**src/design/modbus_consts.svh**
```systemverilog
// Purpose: constants for the request handler of a drive's coil and register space
// Assumes: byte stream delivered by a separate character layer
// Notes: codes and limits live here; frame field offsets are coded in the handler
//
// What this block does
// - write multiple coils sets each addressed coil from its force data bit
// - broadcast coil writes apply the same values to the same coils
// - coils 17 to 32 form the speed set-point word
// - coil write reply: address, function, start, count, check; no data
// - read holding registers returns the requested run of registers
// - wire addresses are zero based; register n travels as n minus one
// - read data: byte count, then two bytes per register, high first
// - a 32-bit parameter spans two registers, read with count two
// - preset single register writes the sixteen-bit value to one register
// - preset single reply echoes the request after the write is taken
// - preset multiple writes high-first words into consecutive registers
// - preset multiple reply: address, function, start, count, check
// - parameter number is the register address divided by ten
// - reads are never honoured as broadcasts
// - start plus length beyond the implemented range gives exception two
`ifndef MODBUS_CONSTS_SVH
`define MODBUS_CONSTS_SVH
`define FC_RD_HOLD    8'h03
`define FC_WR_SINGLE  8'h06
`define FC_WR_COILS   8'h0f
`define FC_WR_MULTI   8'h10
`define EXC_FLAG      8'h80
`define EXC_NONE      8'h00
`define EXC_ILL_FUNC  8'h01
`define EXC_ILL_ADDR  8'h02
`define EXC_ILL_VAL   8'h03
`define BCAST_ADDR    8'h00
`define NUM_REGS      16'h0040
`define NUM_COILS     16'h0020
`define MAX_QTY       16'h0010
`define BUF_DEPTH     64
`define MIN_FRAME     8'h04
`define FIXED_LEN     8'h08
`define HDR_LEN       9'h009
`define RESP_EXC_LEN  8'h03
`define RESP_ECHO_LEN 8'h06
`define PARAM_STRIDE  16'h000a
`define CRC_INIT      16'hffff
`define CRC_POLY      16'ha001
`define REG_RESET     16'h0000
`endif

```
**src/design/modbus_pkg.sv**
```systemverilog
// Purpose: shared types of the request handler
// Assumes: nothing
// Notes: byte carriers and drive-side images
package modbus_pkg;
  typedef logic [7:0] byte_t;

  typedef enum logic [3:0] {
    ST_IDLE  = 4'b0001,
    ST_CHECK = 4'b0010,
    ST_EXEC  = 4'b0100,
    ST_SEND  = 4'b1000
  } state_e;

  typedef struct packed {
    logic  valid;
    byte_t data;
    logic  frame_end;
  } rx_byte_s;

  typedef struct packed {
    logic  valid;
    byte_t data;
    logic  last;
  } tx_byte_s;

  typedef struct packed {
    logic [15:0] setpoint;
    logic [15:0] ctrl;
  } coil_image_s;

  typedef struct packed {
    logic        valid;
    logic [15:0] addr;
    logic [15:0] data;
  } reg_write_s;
endpackage : modbus_pkg

```
**src/design/crc16_unit.sv**
```systemverilog
// Purpose: running frame check over a byte stream
// Assumes: one byte per enable
// Notes: a frame ending in its own check leaves zero
`timescale 1ns/1ps
`include "modbus_consts.svh"
module crc16_unit
  import modbus_pkg::*;
(
  // clock and reset
  input  wire logic        clk,
  input  wire logic        reset,
  // byte feed
  input  wire logic        clr,
  input  wire logic        en,
  input  wire byte_t       data,
  // result
  output logic [15:0]      crc
);
  function automatic logic [15:0] crc_step(input logic [15:0] c, input byte_t d);
    logic [15:0] v;
    v = c ^ {8'h00, d};
    for (int i = 0; i < 8; i++) begin
      v = v[0] ? ((v >> 1) ^ `CRC_POLY) : (v >> 1);
    end
    return v;
  endfunction : crc_step

  always_ff @(posedge clk) begin
    if (reset || clr) begin
      crc <= `CRC_INIT;
    end else if (en) begin
      crc <= crc_step(crc, data);
    end
  end
endmodule : crc16_unit

```
**src/design/holding_reg_file.sv**
```systemverilog
// Purpose: holding register storage
// Assumes: one write and one read per cycle
// Notes: read is combinational
`timescale 1ns/1ps
`include "modbus_consts.svh"
module holding_reg_file
  import modbus_pkg::*;
(
  // clock and reset
  input  wire logic        clk,
  input  wire logic        reset,
  // write port
  input  wire logic        we,
  input  wire logic [5:0]  waddr,
  input  wire logic [15:0] wdata,
  // read port
  input  wire logic [5:0]  raddr,
  output logic [15:0]      rdata
);
  logic [15:0] mem_r [`BUF_DEPTH];

  always_ff @(posedge clk) begin
    if (reset) begin
      for (int i = 0; i < `BUF_DEPTH; i++) begin
        mem_r[i] <= `REG_RESET;
      end
    end else if (we) begin
      mem_r[waddr] <= wdata;
    end
  end

  assign rdata = mem_r[raddr];
endmodule : holding_reg_file

```
**src/design/modbus_rtu_function_handler.sv**
```systemverilog
// Purpose: slave request handler for functions 03, 06, 0f and 10
// Assumes: character layer marks frame end after the silent gap
// Notes: one request at a time; bytes arriving outside idle are dropped
`timescale 1ns/1ps
`include "modbus_consts.svh"
module modbus_rtu_function_handler
  import modbus_pkg::*;
(
  // clock and reset
  input  wire logic        clk,
  input  wire logic        reset,
  // station address
  input  wire byte_t       slave_addr,
  // received bytes
  input  wire rx_byte_s    rx,
  // reply bytes
  output tx_byte_s         tx,
  input  wire logic        tx_ready,
  // drive side
  output coil_image_s      coils,
  output reg_write_s       reg_wr,
  output logic [15:0]      param_num
);
  byte_t       frame_r [`BUF_DEPTH];
  logic [7:0]  rx_len_r;
  logic        rx_ovf_r;
  state_e      state_r;
  state_e      state_nxt;
  byte_t       func_r;
  byte_t       exc_code_r;
  logic        bcast_r;
  logic [15:0] start_r;
  logic [15:0] qty_r;
  logic [7:0]  resp_len_r;
  logic [7:0]  step_r;
  logic [31:0] coils_r;
  logic [15:0] crc;
  logic [15:0] rd_word;
  tx_byte_s    tx_r;
  reg_write_s  reg_wr_r;
  logic [15:0] param_num_r;

  function automatic logic [15:0] word_at(input logic [5:0] i);
    return {frame_r[i], frame_r[6'(i + 6'd1)]};
  endfunction : word_at

  // request fields
  logic [15:0] hdr_start;
  logic [15:0] hdr_qty;
  byte_t       hdr_bc;
  logic [16:0] range_end;
  logic        crc_ok;
  logic        addr_hit;
  logic        is_bcast;
  byte_t       chk_code;

  assign hdr_start = word_at(6'd2);
  assign hdr_qty   = word_at(6'd4);
  assign hdr_bc    = frame_r[6];
  assign range_end = {1'b0, hdr_start} + {1'b0, hdr_qty};
  assign crc_ok    = (rx_len_r >= `MIN_FRAME) && !rx_ovf_r && (crc == 16'h0000);
  assign addr_hit  = frame_r[0] == slave_addr;
  assign is_bcast  = frame_r[0] == `BCAST_ADDR;

  // validity of structure and range
  always_comb begin
    chk_code = `EXC_NONE;
    case (frame_r[1])
      `FC_RD_HOLD: begin
        if (rx_len_r != `FIXED_LEN || hdr_qty == 16'h0000 || hdr_qty > `MAX_QTY) begin
          chk_code = `EXC_ILL_VAL;
        end else if (range_end > {1'b0, `NUM_REGS}) begin
          chk_code = `EXC_ILL_ADDR;
        end
      end
      `FC_WR_SINGLE: begin
        if (rx_len_r != `FIXED_LEN) begin
          chk_code = `EXC_ILL_VAL;
        end else if (hdr_start >= `NUM_REGS) begin
          chk_code = `EXC_ILL_ADDR;
        end
      end
      `FC_WR_MULTI: begin
        if (hdr_qty == 16'h0000 || hdr_qty > `MAX_QTY
            || {8'h00, hdr_bc} != {hdr_qty[14:0], 1'b0}
            || {1'b0, rx_len_r} != `HDR_LEN + {1'b0, hdr_bc}) begin
          chk_code = `EXC_ILL_VAL;
        end else if (range_end > {1'b0, `NUM_REGS}) begin
          chk_code = `EXC_ILL_ADDR;
        end
      end
      `FC_WR_COILS: begin
        if (hdr_qty == 16'h0000 || hdr_qty > `NUM_COILS
            || {8'h00, hdr_bc} != ((hdr_qty + 16'h0007) >> 3)
            || {1'b0, rx_len_r} != `HDR_LEN + {1'b0, hdr_bc}) begin
          chk_code = `EXC_ILL_VAL;
        end else if (range_end > {1'b0, `NUM_COILS}) begin
          chk_code = `EXC_ILL_ADDR;
        end
      end
      default: begin
        chk_code = `EXC_ILL_FUNC;
      end
    endcase
  end

  // execution step and send bookkeeping
  logic [7:0] exec_last;
  logic       exec_done;
  logic       send_more;
  logic       tx_load;
  logic       tx_taken;

  assign exec_last = (func_r == `FC_WR_SINGLE) ? 8'h00 : 8'(qty_r - 16'h0001);
  assign exec_done = step_r == exec_last;
  assign send_more = step_r != 8'(resp_len_r + 8'h02);
  assign tx_load   = (state_r == ST_SEND) && send_more && (!tx_r.valid || tx_ready);
  assign tx_taken  = tx_r.valid && tx_ready;

  always_comb begin
    state_nxt = state_r;
    case (state_r)
      ST_IDLE: begin
        if (rx.frame_end) begin
          state_nxt = ST_CHECK;
        end
      end
      ST_CHECK: begin
        if (!crc_ok || !(addr_hit || is_bcast)) begin
          state_nxt = ST_IDLE;
        end else if (is_bcast && (frame_r[1] == `FC_RD_HOLD || chk_code != `EXC_NONE)) begin
          state_nxt = ST_IDLE;
        end else if (chk_code != `EXC_NONE || frame_r[1] == `FC_RD_HOLD) begin
          state_nxt = ST_SEND;
        end else begin
          state_nxt = ST_EXEC;
        end
      end
      ST_EXEC: begin
        if (exec_done) begin
          state_nxt = bcast_r ? ST_IDLE : ST_SEND;
        end
      end
      ST_SEND: begin
        if (tx_taken && tx_r.last) begin
          state_nxt = ST_IDLE;
        end
      end
      default: begin
        state_nxt = ST_IDLE;
      end
    endcase
  end

  always_ff @(posedge clk) begin
    if (reset) begin
      state_r <= ST_IDLE;
    end else begin
      state_r <= state_nxt;
    end
  end

  // frame capture
  logic back_to_idle;
  assign back_to_idle = (state_r != ST_IDLE) && (state_nxt == ST_IDLE);

  always_ff @(posedge clk) begin
    if (reset || back_to_idle) begin
      rx_len_r <= 8'h00;
      rx_ovf_r <= 1'b0;
    end else if (state_r == ST_IDLE && rx.valid) begin
      if (rx_len_r == 8'(`BUF_DEPTH)) begin
        rx_ovf_r <= 1'b1;
      end else begin
        frame_r[rx_len_r[5:0]] <= rx.data;
        rx_len_r               <= rx_len_r + 8'h01;
      end
    end
  end

  // request latch
  always_ff @(posedge clk) begin
    if (reset) begin
      func_r     <= 8'h00;
      exc_code_r <= `EXC_NONE;
      bcast_r    <= 1'b0;
      start_r    <= 16'h0000;
      qty_r      <= 16'h0000;
      resp_len_r <= 8'h00;
    end else if (state_r == ST_CHECK) begin
      func_r     <= frame_r[1];
      exc_code_r <= chk_code;
      bcast_r    <= is_bcast;
      start_r    <= hdr_start;
      qty_r      <= hdr_qty;
      if (chk_code != `EXC_NONE) begin
        resp_len_r <= `RESP_EXC_LEN;
      end else if (frame_r[1] == `FC_RD_HOLD) begin
        resp_len_r <= 8'(`RESP_EXC_LEN + {hdr_qty[6:0], 1'b0});
      end else begin
        resp_len_r <= `RESP_ECHO_LEN;
      end
    end
  end

  always_ff @(posedge clk) begin
    if (reset || state_r == ST_CHECK || (state_r == ST_EXEC && exec_done)) begin
      step_r <= 8'h00; // reply counts from the address byte
    end else if ((state_r == ST_EXEC && !exec_done) || tx_load) begin
      step_r <= step_r + 8'h01;
    end
  end

  // register writes
  logic        reg_we;
  logic [5:0]  reg_waddr;
  logic [15:0] reg_wdata;
  logic [5:0]  data_base;

  assign reg_we    = (state_r == ST_EXEC) && (func_r != `FC_WR_COILS);
  assign reg_waddr = 6'(start_r[5:0] + step_r[5:0]);
  assign data_base = (func_r == `FC_WR_SINGLE) ? 6'd4 : 6'd7;
  assign reg_wdata = word_at(6'(data_base + {step_r[4:0], 1'b0}));

  always_ff @(posedge clk) begin
    if (reset) begin
      reg_wr_r <= '0;
    end else begin
      reg_wr_r.valid <= reg_we;
      reg_wr_r.addr  <= {10'h000, reg_waddr};
      reg_wr_r.data  <= reg_wdata;
    end
  end

  always_ff @(posedge clk) begin
    if (reset) begin
      param_num_r <= 16'h0000;
    end else if (state_r == ST_CHECK && state_nxt != ST_IDLE && chk_code == `EXC_NONE
                 && frame_r[1] != `FC_WR_COILS) begin
      param_num_r <= hdr_start / `PARAM_STRIDE;
    end
  end

  // coil writes, broadcast or addressed alike
  logic       coil_we;
  logic [4:0] coil_idx;
  logic       coil_val;

  assign coil_we  = (state_r == ST_EXEC) && (func_r == `FC_WR_COILS);
  assign coil_idx = 5'(start_r[4:0] + step_r[4:0]);
  assign coil_val = frame_r[6'(6'd7 + {3'b000, step_r[5:3]})][step_r[2:0]];

  always_ff @(posedge clk) begin
    if (reset) begin
      coils_r <= 32'h0000_0000;
    end else if (coil_we) begin
      coils_r[coil_idx] <= coil_val;
    end
  end

  // reply byte generator
  logic [7:0] rd_off;
  logic [5:0] rd_addr;
  byte_t      gen_byte;

  assign rd_off  = 8'(step_r - 8'h03);
  assign rd_addr = 6'(start_r[5:0] + rd_off[6:1]);

  always_comb begin
    gen_byte = frame_r[step_r[5:0]];
    if (step_r == resp_len_r) begin
      gen_byte = crc[7:0];
    end else if (step_r > resp_len_r) begin
      gen_byte = crc[15:8];
    end else if (step_r == 8'h01 && exc_code_r != `EXC_NONE) begin
      gen_byte = func_r | `EXC_FLAG;
    end else if (step_r == 8'h02 && exc_code_r != `EXC_NONE) begin
      gen_byte = exc_code_r;
    end else if (func_r == `FC_RD_HOLD && exc_code_r == `EXC_NONE && step_r >= 8'h02) begin
      if (step_r == 8'h02) begin
        gen_byte = 8'({qty_r[6:0], 1'b0});
      end else begin
        gen_byte = rd_off[0] ? rd_word[7:0] : rd_word[15:8];
      end
    end
  end

  always_ff @(posedge clk) begin
    if (reset) begin
      tx_r <= '0;
    end else if (tx_load) begin
      tx_r.valid <= 1'b1;
      tx_r.data  <= gen_byte;
      tx_r.last  <= step_r == 8'(resp_len_r + 8'h01);
    end else if (tx_taken) begin
      tx_r <= '0;
    end
  end

  crc16_unit u_crc (
    .clk   (clk),
    .reset (reset),
    .clr   (state_r == ST_CHECK || back_to_idle),
    .en    ((state_r == ST_IDLE && rx.valid && !rx_ovf_r)
            || (tx_load && step_r < resp_len_r)),
    .data  ((state_r == ST_IDLE) ? rx.data : gen_byte),
    .crc   (crc)
  );

  holding_reg_file u_regs (
    .clk   (clk),
    .reset (reset),
    .we    (reg_we),
    .waddr (reg_waddr),
    .wdata (reg_wdata),
    .raddr (rd_addr),
    .rdata (rd_word)
  );

  assign tx        = tx_r;
  assign coils     = coils_r;
  assign reg_wr    = reg_wr_r;
  assign param_num = param_num_r;
endmodule : modbus_rtu_function_handler

```
**config.mk**
```make
export PLATFORM = sky130hd
export DESIGN_NAME = modbus_rtu_function_handler
export DESIGN_NICKNAME = d
export VERILOG_FILES = /design/src/design/modbus_pkg.sv /design/src/design/crc16_unit.sv /design/src/design/holding_reg_file.sv /design/src/design/modbus_rtu_function_handler.sv
export VERILOG_INCLUDE_DIRS = /design/src /design/src/design
export SDC_FILE = /design/constraint.sdc
export NUM_CORES = 2
export LEC_CHECK = 0
export BUFFER_PORTS_ARGS = -buffer_cell sky130_fd_sc_hd__buf_2
export CORE_UTILIZATION = 50
export DETAILED_ROUTE_END_ITERATION = 16
export GPL_ROUTABILITY_DRIVEN = 0
export PLACE_DENSITY = 0.66
export SLEW_MARGIN = 0
export SYNTH_ARGS = -nofsm -noshare
export SYNTH_HDL_FRONTEND = slang
export SYNTH_SLANG_ARGS = --single-unit
```
**constraint.sdc**
```tcl
create_clock -name clk -period 13 [get_ports clk]
set_clock_uncertainty 0.15 [all_clocks]
set_input_delay 1.3 -clock clk [delete_from_list [all_inputs] [get_ports clk]]
set_output_delay 1.3 -clock clk [all_outputs]
set_load 0.01 [all_outputs]
```
==> impl_results.md <==
- Final setup fails: 0
- Pre-CTS WS: ~5.3 ns
- HP Start: param_num[3]$_SDFFE_PP0P_
- Compound-Gate Fraction of Synth Area: 0.0525
- Clock Power Share: 0.431
- DIE AREA: 172000 sq um
- Worst Hold Path EP: param_num[3]$_SDFFE_PP0P_
- Crit-path cells: inv_1 > ha_1 > inv_1 > ha_4 > inv_1 > fa_4 > buf_4 > mux4_2 > mux4_2 > mux4_2 > mux2i_1 > a211o_1 > a31oi_1 > o311ai_0 > a21boi_0 > xnor2_1 > xnor2_2 > xor2_1 > xnor2_1 > o211ai_1
- NetSw: approximately 2.6 mW
- Resized Gates After CTS: 0
- DP Wirelength: 165000 microns
- Post-synthesis cell area: about 85000 sq um
- First-pass GRT wire length: about 380000 microns
- Routed WL per cell: 30.3 microns
- Most frequent cells in the layout: edfxtp_1, nor2_1, mux4_2
- Final hold violation count: 0
- Placed Cells: between 8000 and 9000
- Post-synth ARST share: 0
- Post-synthesis sequential area ratio: 0.579
- Gr usage total: 0.300
- Fin crit period: 7.82 ns
- Routed Antenna Nets: 0
- Worst vdd ir: 0.164 mV
- Final Instance Area: 93300 sq um
- Critical Path RT: 13.49 ns
- # fillers: around 13000
- Sink Count: 1690
- CTS hold repair buffers: 0
- TritonRoute pass-1 iters: 6
- CTS tree: done
- Core Footprint: 168000 sq um
- Worst setup SP type: flop
- Mux share of post-synthesis cell area: 0.196
- Final WS setup: 5.18 ns
- I/O pin cnt: 112
- Largest net degree at the start of global routing: 139
- Dpl cell area: 87600 sq um
- Critical Path End Type: flop
- Flip-flop and latch count after synthesis: between 1500 and 2000
- Cell taking the most area after synthesis: edfxtp_1
- Starting Density: 0.506
- Highest clock rate: about 0.13 GHz
- Cell count after synthesis: 6405
- Launching point of the worst reg2reg path: step_r[1]$_SDFFE_PP0N_
- Net Sw Frac: 0.222
- Final period utilization: 0.601
- Synth Warn #: 0
- RSZ-0062 raised after global routing: false
- Max cap viols: 0
- Slowest stage delay, CP: 1.00 ns
- Synth-to-Final Area Change: 9.78%
- Crit-path max FO: slightly below 60
- Port bufs: 98
- Number of enable flip-flop cells after synthesis: between 1500 and 2000
- Slew @ Worst Pin: 1.36 ns
- CTS Buf Count: 170
- Layout net count: 6336
- Routed via count: 58200
- Number of global-route vias before repair: 55200
- Congestion Overflow GR: 0
- Path depth of the worst reg2reg path: 20
- Reg-to-Reg End: u_crc.crc[0]$_SDFFE_PP1P_
- Gate power share: 0.049
- Root buf cell: clkbuf_16
- Area share of the largest cell type after synthesis: 0.543
- Post-synth top flop: edfxtp_1
- Cell Int Power: around 9.2 mW
- Slew margin rel.: 0.0897
- Clock buffer depth: 3
- Chip Height: 414 microns
- Clk Latency, worst-skew pair: 0.83 ns
- Die Width: 414 microns
- CTS clk-pin slew, worst paths: 0.06 ns
- Initial antenna violation count: 13
- Xor/xnor share of the synthesized area: 0.0133
- Setup TNS: 0 ns
- Layout cells sized above 1: 0.198
- Worst hold path class: reg -> reg
- Hold Path Cell Cnt: 2
- Via density: 6.75
- DRT iter0 DRCs: 8327
- Syn avg cell area: 13.3 sq um
- Row count: 150
- Post-Synth Adder-Cell Area: 0.00834
- Static Leak: between 30 and 40 nW
- Worst EP arrival: 8.30 ns
- CP Class: reg -> reg
- Post-CTS Setup Bufs: 0
- Status: complete, no violations
- Largest family of logic cells by synthesized area: multiplexers
- Max-slew violation count: 0
- Synth Area in Simple Gates: 0.122
- Residual DRC: 0
- Total power: ~12 mW
- Final wirelength: about 260000 microns
- Yosys cell types: 107
- Part of the power in registers: 0.519
- H-tree depth: 4
- Pwr/cell area: 127 nW/um^2
- Final Non-Filler Cells: 8614
- Most common cell after layout, fill and taps aside: edfxtp_1
- Worst R2R Setup Slack: 5.18 ns
- Synth area leaders: edfxtp_1, mux4_2, nor2_1
- CP max-delay cell: fa_4
## worst max-delay path, delay by kind of cell (launching register included)
kind	cells	cell delay, ns
mux	4	2.05
fa+ha+maj	3	1.51
compound gates	5	1.20
buf+inv	4	1.19
xor+xnor	4	0.83
flops	1	0.64
## Yosys cell counts, types with 32 or more instances
master    number
inv_1         56
nor2_1      1335
a21oi_1      138
nand2_1      656
ha_1          51
buf_1        116
dfxtp_1      154
a32oi_1      101
o21ai_0       90
clkbuf_1     376
a31oi_1       43
xnor2_1       76
and3_1        53
mux4_2       668
nor3_1        51
nand3_1      105
xor2_1        49
a311oi_1      33
edfxtp_1    1536
nor4_1        32
mux2i_1      152
buf_2         47
nand4_1       36
nand2b_1      78
## routing by layer
| metal | track usage | routed length, microns |
|---|---|---|
| met1 | 0.414 | 97200 |
| met2 | 0.462 | 121000 |
| met4 | 0.127 | 12000 |
| met5 | 0 | 58 |
| met3 | 0.0651 | 30600 |
## layout make-up
class                   count  area (sq um)  share of cell area
flip-flops and latches   1690         49200               0.527
multi-input cells        4102         33800               0.362
clock buffers             196          4430              0.0474
well taps                2204          2760              0.0295
repair buffers            237          1620              0.0173
clock inverters           123          1320              0.0141
inverters                  60           233             0.00249
diodes                      2          5.00           0.0000536
## per-stage QoR
stage | hold slack [ns] | utilization
3_5_place_dp | 0.302 | 0.521
3_3_place_gp | 0.290 | 0.521
6_report | 0.307 | 0.556
2_1_floorplan | 0.287 | -
4_1_cts | 0.309 | 0.556
5_1_grt | 0.341 | 0.556
## cells by family after synthesis
logic type	count (synthesis)
compound gates	624
buf+inv	625
fa+ha+maj	55
mux	826
other cells	1
xor+xnor	127
simple gates	2457
flops	1690
## how the worst max path moves through the flow
stage                                       from                   endpoint  slack [ns]
after floorplan           step_r[1]$_SDFFE_PP0N_  u_crc.crc[0]$_SDFFE_PP1P_        6.75
after global placement    step_r[1]$_SDFFE_PP0N_  u_crc.crc[0]$_SDFFE_PP1P_        5.32
after detailed placement  step_r[1]$_SDFFE_PP0N_  u_crc.crc[0]$_SDFFE_PP1P_        5.26
after CTS                 step_r[1]$_SDFFE_PP0N_  u_crc.crc[0]$_SDFFE_PP1P_        5.24
after global routing      step_r[1]$_SDFFE_PP0N_  u_crc.crc[0]$_SDFFE_PP1P_        4.86
final                     step_r[1]$_SDFFE_PP0N_  u_crc.crc[0]$_SDFFE_PP1P_        5.18
## state kept, by name (all words and copies together) (netlist names), named ones only
name / cells
step_r: 8
reg_wr: 23
param_num: 13
bcast_r: 1
state_r: 4
tx: 10
u_crc.crc: 16
frame_r: 512
u_regs.mem_r: 1024
rx_len_r: 8
start_r: 6
exc_code_r: 2
resp_len_r: 8
qty_r: 8
rx_ovf_r: 1
func_r: 8
coils: 32
## power by group through the flow
stage	clock network, mW	registers (mW)	logic, mW
after global placement	0	6.28	0.577
after floorplan	0	6.24	0.374
after CTS	5.15	6.17	0.582
after global routing	5.35	6.18	0.613
final	5.13	6.17	0.588
after detailed placement	0	6.28	0.580
Power figures use the tool's default switching activity.
